==> config.mk <==
export PLATFORM = sky130hd
export DESIGN_NAME = gate_fault_diag_control
export DESIGN_NICKNAME = d
export VERILOG_FILES = /design/src/gate_diag_pkg.sv /design/src/gate_fault_diag_control.sv
export SDC_FILE = /design/constraint.sdc
export NUM_CORES = 1
export LEC_CHECK = 0
export BUFFER_PORTS_ARGS = -buffer_cell sky130_fd_sc_hd__buf_2
export CAP_MARGIN = 20
export CELL_PAD_IN_SITES_DETAIL_PLACEMENT = 1
export CELL_PAD_IN_SITES_GLOBAL_PLACEMENT = 2
export CORE_MARGIN = 1
export CORE_UTILIZATION = 40
export DETAILED_ROUTE_END_ITERATION = 8
export GPL_ROUTABILITY_DRIVEN = 0
export PLACE_DENSITY = 0.85
export SYNTH_ARGS = -nofsm -noshare
export SYNTH_HDL_FRONTEND = slang
export SYNTH_SLANG_ARGS = --single-unit
==> constraint.sdc <==
create_clock -name clk_in -period 9.65 [get_ports clk_in]
set_input_delay 1.4475 -clock clk_in [delete_from_list [all_inputs] [get_ports clk_in]]
set_output_delay 1.4475 -clock clk_in [all_outputs]
set_load 0.01 [all_outputs]
==> src/gate_diag_pkg.sv <==
package gate_diag_pkg;

   // ------------------------------------------------------------
   // sizes and bus
   // ------------------------------------------------------------
   localparam int CH_N = 6;
   localparam int ADDR_W = 4;
   localparam int DATA_W = 16;
   localparam int STAT_PER_WORD = 3;
   localparam int CODE_W = 3;

   // ------------------------------------------------------------
   // register map (word indices)
   // ------------------------------------------------------------
   localparam logic [ADDR_W-1:0] ADDR_FAULT_MODE = 4'h0;
   localparam logic [ADDR_W-1:0] ADDR_GATE_CMD = 4'h1;
   localparam logic [ADDR_W-1:0] ADDR_PULSE_REQ = 4'h2;
   localparam logic [ADDR_W-1:0] ADDR_OPEN_DIAG = 4'h3;
   localparam logic [ADDR_W-1:0] ADDR_STATUS_LO = 4'h4;
   localparam logic [ADDR_W-1:0] ADDR_STATUS_HI = 4'h5;
   localparam logic [ADDR_W-1:0] ADDR_CFG_BASE = 4'h8;

   // ------------------------------------------------------------
   // field layout and reset values
   // ------------------------------------------------------------
   localparam int PULSE_ON_LSB = 8;
   localparam int CFG_BLANK_LSB = 5;
   localparam int CFG_BLANK_W = 4;
   localparam int CFG_THR_LSB = 9;
   localparam int CFG_THR_W = 3;
   localparam int BSEL_ON_LSB = 0;
   localparam int BSEL_OFF_LSB = 2;
   localparam int BSEL_W = 2;
   localparam int STAT_DIS_BIT = 9;
   localparam logic [CH_N-1:0] MODE_RST = 6'h00;
   localparam logic [CH_N-1:0] OPEN_DIAG_RST = 6'h3f;

   // ------------------------------------------------------------
   // status codes, smaller value wins
   // ------------------------------------------------------------
   localparam logic [CODE_W-1:0] ST_INVALID = 3'h0;
   localparam logic [CODE_W-1:0] ST_SCB = 3'h1;
   localparam logic [CODE_W-1:0] ST_SCG = 3'h2;
   localparam logic [CODE_W-1:0] ST_OLF = 3'h3;
   localparam logic [CODE_W-1:0] ST_DONE = 3'h4;
   localparam logic [CODE_W-1:0] ST_ON_OK = 3'h5;
   localparam logic [CODE_W-1:0] ST_OFF_OK = 3'h6;
   localparam logic [CODE_W-1:0] ST_NOT_DONE = 3'h7;

   // ------------------------------------------------------------
   // timing
   // ------------------------------------------------------------
   localparam int CLK_MHZ = 125;
   localparam int BLANK_UNIT_NS = 10000;
   localparam int FILTER_NS = 5000;
   localparam int RETRY_US = 10000;
   localparam int BLANK_UNIT_CYC_DEF = (BLANK_UNIT_NS * CLK_MHZ + 999) / 1000;
   localparam int FILTER_CYC_DEF = (FILTER_NS * CLK_MHZ + 999) / 1000;
   localparam int RETRY_CYC_DEF = RETRY_US * CLK_MHZ;
   localparam int RETRY_W = 24;

   // ------------------------------------------------------------
   // carriers
   // ------------------------------------------------------------
   typedef struct packed {
      logic short_hi;
      logic below_gnd;
      logic below_open;
   } drain_fb_t;

   typedef struct packed {
      logic master_reset_low;
      logic master_disable;
      logic chip_select_low;
      logic [CH_N-1:0] cmd;
      drain_fb_t [CH_N-1:0] fb;
   } pins_t;

   typedef enum logic [1:0] {
      PULSE_NONE,
      PULSE_ON,
      PULSE_OFF
   } pulse_t;

endpackage : gate_diag_pkg

==> src/gate_fault_diag_control.sv <==
`timescale 1ns/1ps
`default_nettype none
// Behaviour
// output turning on starts on-blanking; feedback sampled when it expires
// output turning off starts off-blanking; feedback sampled when it expires
// comparator change in stable state starts filter; sample at its end
// filter may start while blanking runs, extending the window
// per-channel timers; common filter time; blank select per channel
// new blank select only used at next timer start
// all blanking timers start when the device becomes enabled
// on-state fault protects the FET; all faults set flag and code
// status code priority: shorted load, then short to ground, then open
// code only promoted; read or master reset restores not-complete
// no diagnostics while reset or disabled; open-load per enable bit
// host writes pulse requests; pulse fires at chip select rising edge
// pulse skipped if disabled, both types, short latched, busy, retrying
// off pulse forces open-load check, drives off for off-blank time
// on pulse drives on for on-blank time then restores command
// eight short threshold ratios selectable per channel
// shorted load when comparator high at on-blank or filter end
// per-channel recovery mode bit, latch-off by default
// latch-off holds output off until disable toggle or pulse recovery
// auto-retry holds output off for retry time, ignoring inputs
// after retry output returns if commanded, resampled after blanking
// one global retry timer started by the first faulted channel
// status resets to all-ones not-complete code
// status encoding 1..7 as defined, zero never produced
// blank, filter and retry durations are clock-cycle parameters
module gate_fault_diag_control #(
   parameter int BLANK_UNIT_CYC = gate_diag_pkg::BLANK_UNIT_CYC_DEF,
   parameter int FILTER_CYC = gate_diag_pkg::FILTER_CYC_DEF,
   parameter int RETRY_CYC = gate_diag_pkg::RETRY_CYC_DEF
) (
   input wire logic clk_in,
   input wire logic rst_in,
   input wire logic [gate_diag_pkg::ADDR_W-1:0] addr_in,
   input wire logic [gate_diag_pkg::DATA_W-1:0] wr_data_in,
   input wire logic wr_in,
   input wire logic rd_in,
   output logic [gate_diag_pkg::DATA_W-1:0] rd_data_out,
   input wire logic master_reset_low_in,
   input wire logic master_disable_in,
   input wire logic chip_select_low_in,
   input wire logic [gate_diag_pkg::CH_N-1:0] cmd_in,
   input wire gate_diag_pkg::drain_fb_t [gate_diag_pkg::CH_N-1:0] drain_feedback_in,
   output logic [gate_diag_pkg::CH_N-1:0] fet_drive_out,
   output logic [gate_diag_pkg::CH_N*gate_diag_pkg::CFG_THR_W-1:0] short_threshold_select_out,
   output logic fault_flag_low_out,
   output logic fault_flag_oe_low_out
);
   import gate_diag_pkg::*;

   localparam int BL_MAX = (1 << BSEL_W) * BLANK_UNIT_CYC;
   localparam int BL_W = $clog2(BL_MAX + 1);
   localparam int FL_W = $clog2(FILTER_CYC + 1);

   // ------------------------------------------------------------
   // parameter checks
   // ------------------------------------------------------------
   if (BLANK_UNIT_CYC < 1 || FILTER_CYC < 1) begin : g_bad_time
      $error("blank unit and filter counts must be at least one cycle");
   end
   if (RETRY_CYC < 2 || RETRY_CYC >= (1 << RETRY_W)) begin : g_bad_retry
      $error("retry count out of counter range");
   end

   // ------------------------------------------------------------
   // pin synchronisers
   // ------------------------------------------------------------
   pins_t pin_s1_r;
   pins_t pin_s;
   logic cs_prev_r;
   logic act_r;
   logic act;
   logic act_rise;
   logic cs_rise;

   always_ff @(posedge clk_in) begin
      pin_s1_r <= {master_reset_low_in, master_disable_in, chip_select_low_in,
                   cmd_in, drain_feedback_in};
      pin_s <= pin_s1_r;
   end

   always_ff @(posedge clk_in) begin
      if (rst_in) begin
         cs_prev_r <= 1'b1; // idle level: no false edge after reset
         act_r <= 1'b0;
      end else begin
         cs_prev_r <= pin_s.chip_select_low;
         act_r <= act;
      end
   end

   // enabled only with master reset released and master disable low
   assign act = !rst_in && pin_s.master_reset_low && !pin_s.master_disable;
   assign act_rise = act && !act_r;
   assign cs_rise = pin_s.chip_select_low && !cs_prev_r;

   // ------------------------------------------------------------
   // register file
   // ------------------------------------------------------------
   logic regs_clr;
   logic [CH_N-1:0] mode_r;
   logic [CH_N-1:0] gate_r;
   logic [CH_N-1:0] ol_en_r;
   logic [CH_N-1:0] poff_r;
   logic [CH_N-1:0] pon_r;
   logic [CFG_BLANK_W-1:0] cfg_blank_r [CH_N];
   logic [CFG_THR_W-1:0] cfg_thr_r [CH_N];
   logic [DATA_W-1:0] rd_val;
   logic [CODE_W-1:0] code_v [CH_N];
   logic [CH_N-1:0] clr_v;
   logic [CH_N-1:0] rty_v;
   logic [CH_N-1:0] trig_v;
   logic [CH_N-1:0] fault_v;

   // master reset re-initialises every programmed field
   assign regs_clr = rst_in || !pin_s.master_reset_low;

   always_ff @(posedge clk_in) begin
      if (regs_clr) begin
         mode_r <= MODE_RST;
         gate_r <= '0;
         ol_en_r <= OPEN_DIAG_RST;
      end else if (wr_in) begin
         case (addr_in)
            ADDR_FAULT_MODE: mode_r <= wr_data_in[CH_N-1:0];
            ADDR_GATE_CMD: gate_r <= wr_data_in[CH_N-1:0];
            ADDR_OPEN_DIAG: ol_en_r <= wr_data_in[CH_N-1:0];
            default: mode_r <= mode_r;
         endcase
      end
   end

   always_ff @(posedge clk_in) begin
      for (int c = 0; c < CH_N; c++) begin
         if (regs_clr) begin
            cfg_blank_r[c] <= '0;
            cfg_thr_r[c] <= '0;
         end else if (wr_in && addr_in == ADDR_W'(int'(ADDR_CFG_BASE) + c)) begin
            // a running timer keeps its loaded length
            cfg_blank_r[c] <= wr_data_in[CFG_BLANK_LSB +: CFG_BLANK_W];
            cfg_thr_r[c] <= wr_data_in[CFG_THR_LSB +: CFG_THR_W];
         end
      end
   end

   // requests are one-shot: consumed by the chip select rising edge
   always_ff @(posedge clk_in) begin
      if (regs_clr) begin
         poff_r <= '0;
         pon_r <= '0;
      end else if (wr_in && addr_in == ADDR_PULSE_REQ) begin
         poff_r <= wr_data_in[CH_N-1:0];
         pon_r <= wr_data_in[PULSE_ON_LSB +: CH_N];
      end else if (cs_rise) begin
         poff_r <= '0;
         pon_r <= '0;
      end
   end

   always_comb begin
      rd_val = '0;
      case (addr_in)
         ADDR_FAULT_MODE: rd_val[CH_N-1:0] = mode_r;
         ADDR_GATE_CMD: rd_val[CH_N-1:0] = gate_r;
         ADDR_PULSE_REQ: rd_val = {{(DATA_W - PULSE_ON_LSB - CH_N){1'b0}}, pon_r,
                                   {(PULSE_ON_LSB - CH_N){1'b0}}, poff_r};
         ADDR_OPEN_DIAG: rd_val[CH_N-1:0] = ol_en_r;
         ADDR_STATUS_LO, ADDR_STATUS_HI: begin
            // bit-sliced: low bits of the word's three channels first, then middle, then high
            for (int b = 0; b < CODE_W; b++) begin
               for (int j = 0; j < STAT_PER_WORD; j++) begin
                  rd_val[b * STAT_PER_WORD + j] =
                     code_v[(addr_in == ADDR_STATUS_HI ? STAT_PER_WORD : 0) + j][b];
               end
            end
            rd_val[STAT_DIS_BIT] = pin_s.master_disable;
         end
         default: begin
            for (int c = 0; c < CH_N; c++) begin
               if (addr_in == ADDR_W'(int'(ADDR_CFG_BASE) + c)) begin
                  rd_val[CFG_BLANK_LSB +: CFG_BLANK_W] = cfg_blank_r[c];
                  rd_val[CFG_THR_LSB +: CFG_THR_W] = cfg_thr_r[c];
               end
            end
         end
      endcase
   end

   always_ff @(posedge clk_in) begin
      if (rst_in) begin
         rd_data_out <= '0;
      end else if (rd_in) begin
         rd_data_out <= rd_val;
      end else begin
         rd_data_out <= '0;
      end
   end

   // ------------------------------------------------------------
   // global retry timer
   // ------------------------------------------------------------
   logic [RETRY_W-1:0] retry_cnt_r;
   logic retry_exp;

   assign retry_exp = (retry_cnt_r == RETRY_W'(1));

   // later channels join the running period and so may retry early
   always_ff @(posedge clk_in) begin
      if (!act) begin
         retry_cnt_r <= '0;
      end else if (retry_cnt_r == '0) begin
         if (|trig_v) begin
            retry_cnt_r <= RETRY_W'(RETRY_CYC);
         end
      end else if (!(|rty_v) && !(|trig_v)) begin
         retry_cnt_r <= '0;
      end else begin
         retry_cnt_r <= retry_cnt_r - RETRY_W'(1);
      end
   end

   // ------------------------------------------------------------
   // fault flag
   // ------------------------------------------------------------
   logic flag_low_r;

   // a new fault wins over the chip-select clear
   always_ff @(posedge clk_in) begin
      if (rst_in) begin
         flag_low_r <= 1'b1;
      end else if (|fault_v) begin
         flag_low_r <= 1'b0;
      end else if (!pin_s.chip_select_low || !act) begin
         flag_low_r <= 1'b1;
      end
   end

   assign fault_flag_low_out = 1'b0;
   assign fault_flag_oe_low_out = flag_low_r;

   // ------------------------------------------------------------
   // channels
   // ------------------------------------------------------------
   for (genvar i = 0; i < CH_N; i++) begin : g_ch
      drain_fb_t fb;
      pulse_t pulse_r;
      logic out_r;
      logic arm_r;
      logic latched_r;
      logic retry_r;
      logic cmp_prev_r;
      logic [BL_W-1:0] bl_cnt_r;
      logic [FL_W-1:0] flt_cnt_r;
      logic [CODE_W-1:0] code_r;
      logic nom;
      logic out_nxt;
      logic ol_eff;
      logic cmp_now;
      logic bl_start;
      logic bl_end;
      logic flt_end;
      logic smp;
      logic go;
      logic scb_evt;
      logic [BSEL_W-1:0] bsel;
      logic [BL_W-1:0] bl_len;
      logic [CODE_W-1:0] smp_code;
      logic [CODE_W-1:0] cur_code;

      always_comb begin
         fb = pin_s.fb[i];
         // faulted outputs ignore the command until recovered
         nom = act && (pin_s.cmd[i] || gate_r[i]) && !latched_r && !retry_r;
         out_nxt = act && ((pulse_r == PULSE_NONE) ? nom : (pulse_r == PULSE_ON));
         ol_eff = ol_en_r[i] || (pulse_r == PULSE_OFF);
         cmp_now = out_r ? fb.short_hi : (fb.below_gnd || (fb.below_open && ol_eff));
         bl_start = act && ((out_nxt != out_r) || act_rise || arm_r);
         bsel = out_nxt ? cfg_blank_r[i][BSEL_ON_LSB +: BSEL_W]
                        : cfg_blank_r[i][BSEL_OFF_LSB +: BSEL_W];
         bl_len = BL_W'((int'(bsel) + 1) * BLANK_UNIT_CYC);
         bl_end = (bl_cnt_r == BL_W'(1));
         flt_end = (flt_cnt_r == FL_W'(1));
         smp = act && (bl_end || (flt_end && bl_cnt_r == '0));
         if (out_r) begin
            smp_code = fb.short_hi ? ST_SCB : ST_ON_OK;
         end else if (fb.below_gnd) begin
            smp_code = ST_SCG;
         end else if (fb.below_open && ol_eff) begin
            smp_code = ST_OLF;
         end else begin
            smp_code = ST_OFF_OK;
         end
         scb_evt = smp && out_r && fb.short_hi;
         go = act && (pon_r[i] ^ poff_r[i]) && cs_rise && (code_r != ST_SCB)
              && (pulse_r == PULSE_NONE) && (bl_cnt_r == '0) && !retry_r;
         cur_code = clr_v[i] ? ST_NOT_DONE : code_r;
      end

      // output and blanking timer
      always_ff @(posedge clk_in) begin
         if (rst_in) begin
            out_r <= 1'b0;
            bl_cnt_r <= '0;
         end else begin
            out_r <= out_nxt;
            if (!act) begin
               bl_cnt_r <= '0;
            end else if (bl_start) begin
               bl_cnt_r <= bl_len;
            end else if (bl_cnt_r != '0) begin
               bl_cnt_r <= bl_cnt_r - BL_W'(1);
            end
         end
      end

      // filter timer, independent of blanking
      always_ff @(posedge clk_in) begin
         if (rst_in || !act) begin
            cmp_prev_r <= 1'b0;
            flt_cnt_r <= '0;
         end else begin
            cmp_prev_r <= cmp_now;
            if (cmp_now != cmp_prev_r) begin
               flt_cnt_r <= FL_W'(FILTER_CYC);
            end else if (flt_cnt_r != '0) begin
               flt_cnt_r <= flt_cnt_r - FL_W'(1);
            end
         end
      end

      // diagnostic pulse
      always_ff @(posedge clk_in) begin
         if (rst_in || !act) begin
            pulse_r <= PULSE_NONE;
            arm_r <= 1'b0;
         end else if (go) begin
            pulse_r <= pon_r[i] ? PULSE_ON : PULSE_OFF;
            arm_r <= 1'b1;
         end else begin
            arm_r <= 1'b0;
            if (pulse_r != PULSE_NONE && !arm_r && (bl_end || scb_evt)) begin
               pulse_r <= PULSE_NONE;
            end
         end
      end

      // protection
      always_ff @(posedge clk_in) begin
         if (rst_in || !act) begin
            latched_r <= 1'b0;
            retry_r <= 1'b0;
         end else begin
            if (go) begin
               latched_r <= 1'b0;
            end else if (scb_evt && !mode_r[i]) begin
               latched_r <= 1'b1;
            end
            if (!mode_r[i]) begin
               retry_r <= 1'b0;
            end else if (scb_evt) begin
               retry_r <= 1'b1;
            end else if (retry_exp) begin
               retry_r <= 1'b0;
            end
         end
      end

      // status code, promoted only; a sample beats a read clear
      always_ff @(posedge clk_in) begin
         if (regs_clr) begin
            code_r <= ST_NOT_DONE;
         end else if (smp) begin
            if ((cur_code == ST_ON_OK && smp_code == ST_OFF_OK)
                || (cur_code == ST_OFF_OK && smp_code == ST_ON_OK)) begin
               code_r <= ST_DONE;
            end else if (smp_code < cur_code) begin
               code_r <= smp_code;
            end else begin
               code_r <= cur_code;
            end
         end else begin
            code_r <= cur_code;
         end
      end

      assign code_v[i] = code_r;
      assign clr_v[i] = rd_in
         && (addr_in == ADDR_W'(int'(ADDR_STATUS_LO) + i / STAT_PER_WORD));
      assign rty_v[i] = retry_r;
      assign trig_v[i] = scb_evt && mode_r[i];
      assign fault_v[i] = smp && (smp_code <= ST_OLF) && (smp_code != ST_INVALID);
      assign fet_drive_out[i] = out_r;
      assign short_threshold_select_out[i * CFG_THR_W +: CFG_THR_W] = cfg_thr_r[i];
   end

endmodule : gate_fault_diag_control
`default_nettype wire

==> key figures, run 1 <==
Status
  • Status: complete, no violations

Critical path
  • CP endpoint kind: flip-flop
  • Critical path arrival: 4.51 ns
  • Reg2reg start: pin_s[26]
  • Max Fanout on Critical Path: 66
  • CP endpoint: retry_cnt_r[0]
  • Worst R2R End: retry_cnt_r[0]
  • Req. time, crit path: 10.07 ns
  • Register-to-register setup slack: 6.14 ns
  • Cells on worst reg2reg path: 7
  • Crit Path Category: in2reg
  • CP startpoint: rst_in
  • Crit path launch type: input port

Logic synthesis
  • Share of the synthesized area in the top cell type: 38.4%
  • Top cells by area, synth: dfxtp_1, edfxtp_1, nor2_1
  • Synth warn: 0
  • Seq/Total Area, Yosys: 45.8%
  • Syn Std Cell Area: 16900 um^2
  • Async SR Flop Fraction: 0%
  • Area leader, netlist: dfxtp_1
  • FF+latch count, synth: 365
  • EDFF count, synth: 42
  • Top_reg_cell synth: dfxtp_1
  • Syn Area/Cell: 9.20 um^2
  • Instance count of the mapped netlist: 1833
  • Distinct cell type count after synthesis: 82

Route
  • Via count: 13900
  • Final ANT Viol Nets: 0
  • Met2 WL: 22.4 mm
  • DRT iter0 DRCs: 713
  • Top sig layer: met5
  • Residual DRC: 0
  • Vias per cell: 5.62
  • Post-Route WL: 48.9 mm
  • Met3 WL: 2.69 mm
  • DRT Pass-1 Iters: 5
  • Metal-1 WL: 22.3 mm
  • Per-cell routed wire length: 19.7 um

Global routing
  • Initial antenna violation count: 5
  • Total congestion overflow: 0
  • Largest net degree at the start of global routing: 67
  • Global-route wire length before repair: 77.6 mm
  • GRT Util Overall: 22.6%
  • Vias in the first global route: 14000

Cells and area
  • Synthesis-to-finish area growth: 13.4%
  • Layout cell share with drive strength beyond 1: 11.9%
  • FILL cells: 4717
  • Layout Utilization: 46.4%
  • Commonest non-fill, non-tap cell in the layout: dfxtp_1
  • Nets: 2020
  • Most frequent cells in the layout: dfxtp_1, nor2_1, nand2_1

STA
  • Slew Limit Headroom: 24.2%
  • Tmin final: 4.09 ns
  • Final cycle utilization of the critical path: 42.4%
  • Skew final: 0.0221 ns
  • RSZ-0062 raised after global routing: no
  • Post-Route Setup TNS: 0 ns
  • Final Hold Fails: 0
  • Peak Freq: 245 MHz
  • Max-slew violations: 0
  • Worst slew pin tran: 1.13 ns
  • Finish-stage setup viols: 0

Clocking
  • H-Tree Depth: 2
  • Root buf cell: clkbuf_16
  • Num CTS Buffers: 42
  • Cts repair resizes: 0
  • Hold buffer count at cts: 0
  • Clk buf depth: 3
  • Latest clock arrival within the worst-skew pair: 0.57 ns
  • TritonCTS clock tree: yes
  • Setup bufs post-CTS: 0
  • Clock sink total: 365
  • Clk slew on worst S/H paths: 0.06 ns

Power
  • Sw frac: 26.1%
  • Worst vdd ir: 0.135 mV
  • Comb power frac: 11.0%
  • Cell Int Power: 2650 uW
  • Clk pwr share: 43.9%
  • Leak pwr: 0.00776 uW
  • NetSw: 935 uW
  • Power per cell area: 188 nW/um^2
  • Sequential power share: 45.1%

Floorplanning
  • Die width: 207 um
  • Site Rows: 74
  • DIE AREA: 43000 um^2
  • Chip height: 207 um
  • I/O Pins: 93
  • Initial Utilization: 40.9%
  • Core box area: 41200 um^2

Run
  • Maxcap violations: 0

Min path
  • Hold Path Class: reg2reg
  • Worst Hold Launch: pin_s1_r[9]

Placed design
  • # port buffers: 87
  • Post-DP HPWL: 35.1 mm
-- how the worst min path moves through the flow --
| stage | endpoint | slack [ns] | cells after the start |
|---|---|---|---|
| after floorplan | g_ch[0].fb[0] | 0.31 | 0 |
| after global placement | g_ch[5].fb[0] | 0.31 | 0 |
| after detailed placement | g_ch[5].fb[0] | 0.31 | 0 |
| after CTS | g_ch[5].fb[1] | 0.32 | 0 |
| after global routing | g_ch[3].fb[1] | 0.33 | 0 |
| final | g_ch[3].fb[0] | 0.32 | 0 |
-- critical path, stage by stage --
cell     delay, ns
buf_2         0.15
or3b_4        0.50
buf_4         0.71
nor3b_1       0.30
nand4_1       0.28
nand4_1       0.30
o21ai_2       0.66
mux2i_1       0.14
-- cells by family (layout without fill, tap and decap cells) --
| family | count (synthesis) | count (layout) | synth area share [%] |
|---|---|---|---|
| adder cells (fa/ha/maj) | 57 | 57 | 4.23 |
| AND/OR/NAND/NOR | 786 | 786 | 23.8 |
| XOR/XNOR | 133 | 133 | 6.91 |
| multiplexers | 60 | 60 | 4.27 |
| buffers and inverters | 118 | 227 | 3.02 |
| flip-flops | 365 | 365 | 45.8 |
| other | 1 | 5 | 0.0222 |
| AO/OA/AOI/OAI | 313 | 313 | 11.9 |
-- per-layer routing --
metal,track usage [%],vias up
met5,0,-
met4,7.77,4
met3,4.28,89
li1,-,6685
met2,36.7,329
met1,30.1,6811
-- registers in the layout, summed over array words and instances (netlist names), 18 cells and up --
| name | flops |
|---|---|
| g_ch.bl_cnt_r | 78 |
| g_ch.flt_cnt_r | 60 |
| pin_s1_r | 27 |
| cfg_blank_r | 24 |
| retry_cnt_r | 24 |
| cfg_thr_r | 18 |
| g_ch.code_r | 18 |
| g_ch.fb | 18 |
-- cells in the mapped netlist (33+ instances only) --
cell type    n
a21oi_1    116
nor4_1      53
xnor2_1     74
o21ai_0     47
and2_1      58
xor2_1      59
edfxtp_1    42
nand3_1     65
nand2b_1    33
nand2_1    151
dfxtp_1    323
clkbuf_1    49
ha_1        57
nor3_1      75
inv_1       49
nor2_1     215
-- cell type report --
cell class                 count  area [um^2]  area share, %
antenna                        2         5.00         0.0262
timing repair buffer         101          536           2.80
clock inverter                19          179          0.936
clock buffer                  57         1190           6.22
tap                          532          666           3.48
multi-input combinational   1352         8630           45.1
inverter                      50          188          0.982
sequential                   365         7730           40.4
-- stage by stage --
step | worst slack, ns | power [uW] | hold WS, ns | instances | cell area, um^2
floorplan | 5.53 | 1930 | 0.310 | 1835 | 16900
global placement | 5.00 | 2030 | 0.313 | 2395 | 17700
detailed placement | 4.94 | 2040 | 0.313 | 2395 | 17700
CTS | 5.56 | 3630 | 0.323 | 2471 | 19100
global route | 5.33 | 3740 | 0.335 | 2477 | 19100
finish | 5.56 | 3590 | 0.321 | 2478 | 19100
-- power by group through the flow --
| stage | Clock, uW | Sequential (uW) | Combinational (uW) |
|---|---|---|---|
| 6_report | 1570 | 1620 | 396 |
| 5_1_grt | 1670 | 1620 | 442 |
| 4_1_cts | 1610 | 1620 | 397 |
| 3_5_place_dp | 0 | 1650 | 392 |
| 3_3_place_gp | 0 | 1650 | 382 |
| 2_1_floorplan | 0 | 1640 | 293 |
Power figures use the tool's default switching activity.
==> inputs of run 2 (changes only) <==
--- a/config.mk
+++ b/config.mk
@@ -10,10 +10,10 @@
 export CELL_PAD_IN_SITES_DETAIL_PLACEMENT = 1
 export CELL_PAD_IN_SITES_GLOBAL_PLACEMENT = 2
 export CORE_MARGIN = 1
-export CORE_UTILIZATION = 40
+export CORE_UTILIZATION = 35
 export DETAILED_ROUTE_END_ITERATION = 8
 export GPL_ROUTABILITY_DRIVEN = 0
-export PLACE_DENSITY = 0.85
+export PLACE_DENSITY = 0.79
 export SYNTH_ARGS = -nofsm -noshare
 export SYNTH_HDL_FRONTEND = slang
 export SYNTH_SLANG_ARGS = --single-unit
==> constraint.sdc (replaced) <==
create_clock -name clk_in -period 3.6 [get_ports clk_in]
set_input_delay 0.54 -clock clk_in [delete_from_list [all_inputs] [get_ports clk_in]]
set_output_delay 0.54 -clock clk_in [all_outputs]
set_load 0.01 [all_outputs]
==> run 2 against run 1 <==
Sequential cell count stayed put. Cell area is 2.1% higher. Combinational power grew to 2.8 times the previous value. Non-clock buffer count is 21 higher. Utilization is 5.4 points lower. Final cell count is 4.4% higher. Routed wire length is 2.7% higher. Sequential share of layout area is 0.84 points lower. Die area is 14% higher. Clock power grew to 2.9 times the previous value. Register-to-register slack worse by 5.5 ns. Setup slack worse by 4.9 ns.
==> key figures, run 2 (synthesized netlist as in run 1, its figures left out) <==
Cells and area
  • Nets: 2042 (was 2020)
  • Layout cell share with drive strength beyond 1: 12.9% (was 11.9%)
  • Most frequent cells in the layout: dfxtp_1, nor2_1, nand2_1 (unchanged)
  • Largest register FFs: 78 (unchanged)
  • Largest regs: g_ch.bl_cnt_r x78, g_ch.flt_cnt_r x60, pin_s1_r x27 (unchanged)
  • Post-Layout Cell Count: 2586 (was 2478)
  • Commonest non-fill, non-tap cell in the layout: dfxtp_1 (unchanged)
  • Largest Register: g_ch.bl_cnt_r (unchanged)
  • Synthesis-to-finish area growth: 15.8% (was 13.4%)
  • FILL cells: 5529 (was 4717)

Critical path
  • Register-to-register setup slack: 0.68 ns (was 6.14 ns)
  • Worst-path cell chain: inv_1, ha_1, nor2b_1, nand4_1, buf_4, inv_1, a41oi_1, nand4_1, o21ai_2, o22ai_1 (was buf_2, or3b_4, buf_4, nor3b_1, nand4_1, nand4_1, o21ai_2, mux2i_1)
  • CP endpoint kind: flip-flop (unchanged)
  • Critical path buffers and inverters: 3 (was 2)
  • Delay of the slowest critical-path stage: 0.64 ns (was 0.71 ns)
  • Max Fanout on Critical Path: 16 (was 66)
  • Delay-heaviest family, CP: compound AO/OA/AOI/OAI gates (was simple AND/OR/NAND/NOR gates)
  • Crit Path Category: reg2reg (was in2reg)
  • Slowest cell on the critical path: o21ai_2 (was buf_4)
  • Req. time, crit path: 4.03 ns (was 10.07 ns)
  • Critical path arrival: 3.35 ns (was 4.51 ns)
  • Reg2reg start: g_ch[3].bl_cnt_r[0] (was pin_s[26])
  • Crit path launch type: flip-flop (was input port)
  • Worst R2R End: retry_cnt_r[1] (was retry_cnt_r[0])
  • Cells on worst reg2reg path: 10 (was 7)

Route
  • Vias per cell: 5.40 (was 5.62)
  • Per-cell routed wire length: 19.4 um (was 19.7 um)
  • DRT iter0 DRCs: 830 (was 713)
  • Post-Route WL: 50.2 mm (was 48.9 mm)
  • Final ANT Viol Nets: 0 (unchanged)
  • DRT Pass-1 Iters: 5 (unchanged)
  • Residual DRC: 0 (unchanged)
  • Via count: 14000 (was 13900)

Floorplanning
  • Die width: 221 um (was 207 um)
  • Chip height: 221 um (was 207 um)
  • Initial Utilization: 35.4% (was 40.9%)
  • I/O Pins: 93 (unchanged)
  • DIE AREA: 49000 um^2 (was 43000 um^2)
  • Site Rows: 80 (was 74)
  • Core box area: 47600 um^2 (was 41200 um^2)

STA
  • Skew final: 0.0274 ns (was 0.0221 ns)
  • Final cycle utilization of the critical path: 81.2%
  • Worst slew pin tran: 1.05 ns (was 1.13 ns)
  • Max-slew violations: 0 (unchanged)
  • Slew Limit Headroom: 29.0% (was 24.2%)
  • Final Hold Fails: 0 (unchanged)
  • Finish-stage setup viols: 0 (unchanged)
  • Setup WS post-layout: 0.677 ns (was 5.56 ns)
  • Post-Route Setup TNS: 0 ns (unchanged)
  • Peak Freq: 342 MHz
  • Tmin final: 2.92 ns
  • RSZ-0062 raised after global routing: no (unchanged)

Power
  • Worst vdd ir: 0.386 mV (was 0.135 mV)
  • Power per cell area: 512 nW/um^2 (was 188 nW/um^2)
  • Leak pwr: 0.00794 uW (was 0.00776 uW)

Global routing
  • Total congestion overflow: 0 (unchanged)
  • Initial antenna violation count: 5 (unchanged)
  • GRT Util Overall: 20.3% (was 22.6%)
  • Largest net degree at the start of global routing: 76 (was 67)
  • Vias in the first global route: 14300 (was 14000)
  • Global-route wire length before repair: 79.4 mm (was 77.6 mm)

Clocking
  • Clk slew on worst S/H paths: 0.06 ns (about the same)
  • H-Tree Depth: 2 (unchanged)
  • Root buf cell: clkbuf_16 (unchanged)
  • Latest clock arrival within the worst-skew pair: 0.58 ns (was 0.57 ns)
  • Clock sink total: 365 (unchanged)
  • Num CTS Buffers: 43 (was 42)
  • Hold buffer count at cts: 0 (unchanged)
  • Setup bufs post-CTS: 0 (unchanged)
  • TritonCTS clock tree: yes (unchanged)
  • Cts repair resizes: 0 (unchanged)
  • Clk buf depth: 3 (unchanged)

Placed design
  • Post-DP HPWL: 36.3 mm (was 35.1 mm)
  • # port buffers: 87 (unchanged)
  • Dpl cells: 2502 (was 2395)
  • Post-place setup slack: 0.471 ns (was 4.94 ns)

Min path
  • Worst Hold Endpoint: pin_s1_r[23] (was g_ch[3].fb[0])
  • Hold depth: 1 (was 0)
  • Hold Path Class: in2reg (was reg2reg)
  • Worst Hold Launch: cmd_in[5] (was pin_s1_r[9])

Status
  • Status: complete, no violations (unchanged)

Run
  • Maxcap violations: 0 (unchanged)
==> run 2: cell types whose count changed in the layout (fill, tap and decap cells not counted), sizes merged <==
cell / before / now
buf: 97 / 120
inv: 50 / 51
bufinv: 2 / 6
clkinvlp: 2 / 1
clkinv: 15 / 13
==> run 2: worst register-to-register path, delay by kind of cell, from the launching register on <==
family	cells	cell delay, ns
AOI/OAI and AO/OA	3	1.14
DFF	1	0.43
adders and majority gates	1	0.22
and+or+nand+nor	3	0.58
buffers and inverters	3	0.43
==> run 2: layout make-up <==
type,count,area (um^2),area share (%)
repair buffers,122,712,3.65
inverters,50,188,0.961
well taps,615,769,3.94
multi-input cells,1352,8640,44.2
flip-flops and latches,365,7730,39.6
clock buffers,59,1220,6.24
clock inverters,21,269,1.38
diodes,2,5.00,0.0256
==> run 2: routing by layer <==
layer,track usage (%),up-vias,part of all wire (%)
met1,27.6,6864,47
met4,6.65,4,2.4
li1,-,6736,-
met3,3.56,80,4.7
met5,0,-,0.048
met2,32.6,285,46
==> run 2: where the power goes <==
| part | total, uW | switching (uW) | internal [uW] |
|---|---|---|---|
| Sequential | 4330 | 103 | 4230 |
| Combinational | 1090 | 667 | 427 |
| Clock | 4580 | 1780 | 2800 |
==> run 2: worst max path at each step <==
stage                    startpoint                   end  slack, ns  cells past startpoint
2_1_floorplan            addr_in[1]     g_ch[1].code_r[1]       0.39                     11
3_3_place_gp                 rst_in  g_ch[2].bl_cnt_r[11]       0.50                     10
3_5_place_dp             addr_in[2]     g_ch[4].code_r[1]       0.47                     11
4_1_cts         g_ch[3].bl_cnt_r[0]        retry_cnt_r[1]       0.66                     10
5_1_grt        g_ch[2].flt_cnt_r[4]        retry_cnt_r[1]       0.46                      7
6_report        g_ch[3].bl_cnt_r[0]        retry_cnt_r[1]       0.68                     10
==> run 2: through the flow <==
stage | cell area [um^2] | total power (uW) | utilization, % | hold slack (ns)
final | 19500 | 10000 | 41.0 | 0.0616
after detailed placement | 18000 | 5500 | 37.8 | 0.314
after floorplan | 16900 | 5170 | - | 0.310
after global placement | 18000 | 5480 | 37.8 | 0.314
after global routing | 19500 | 10400 | 41.0 | 0.0409
after CTS | 19500 | 10100 | 40.9 | 0.0331
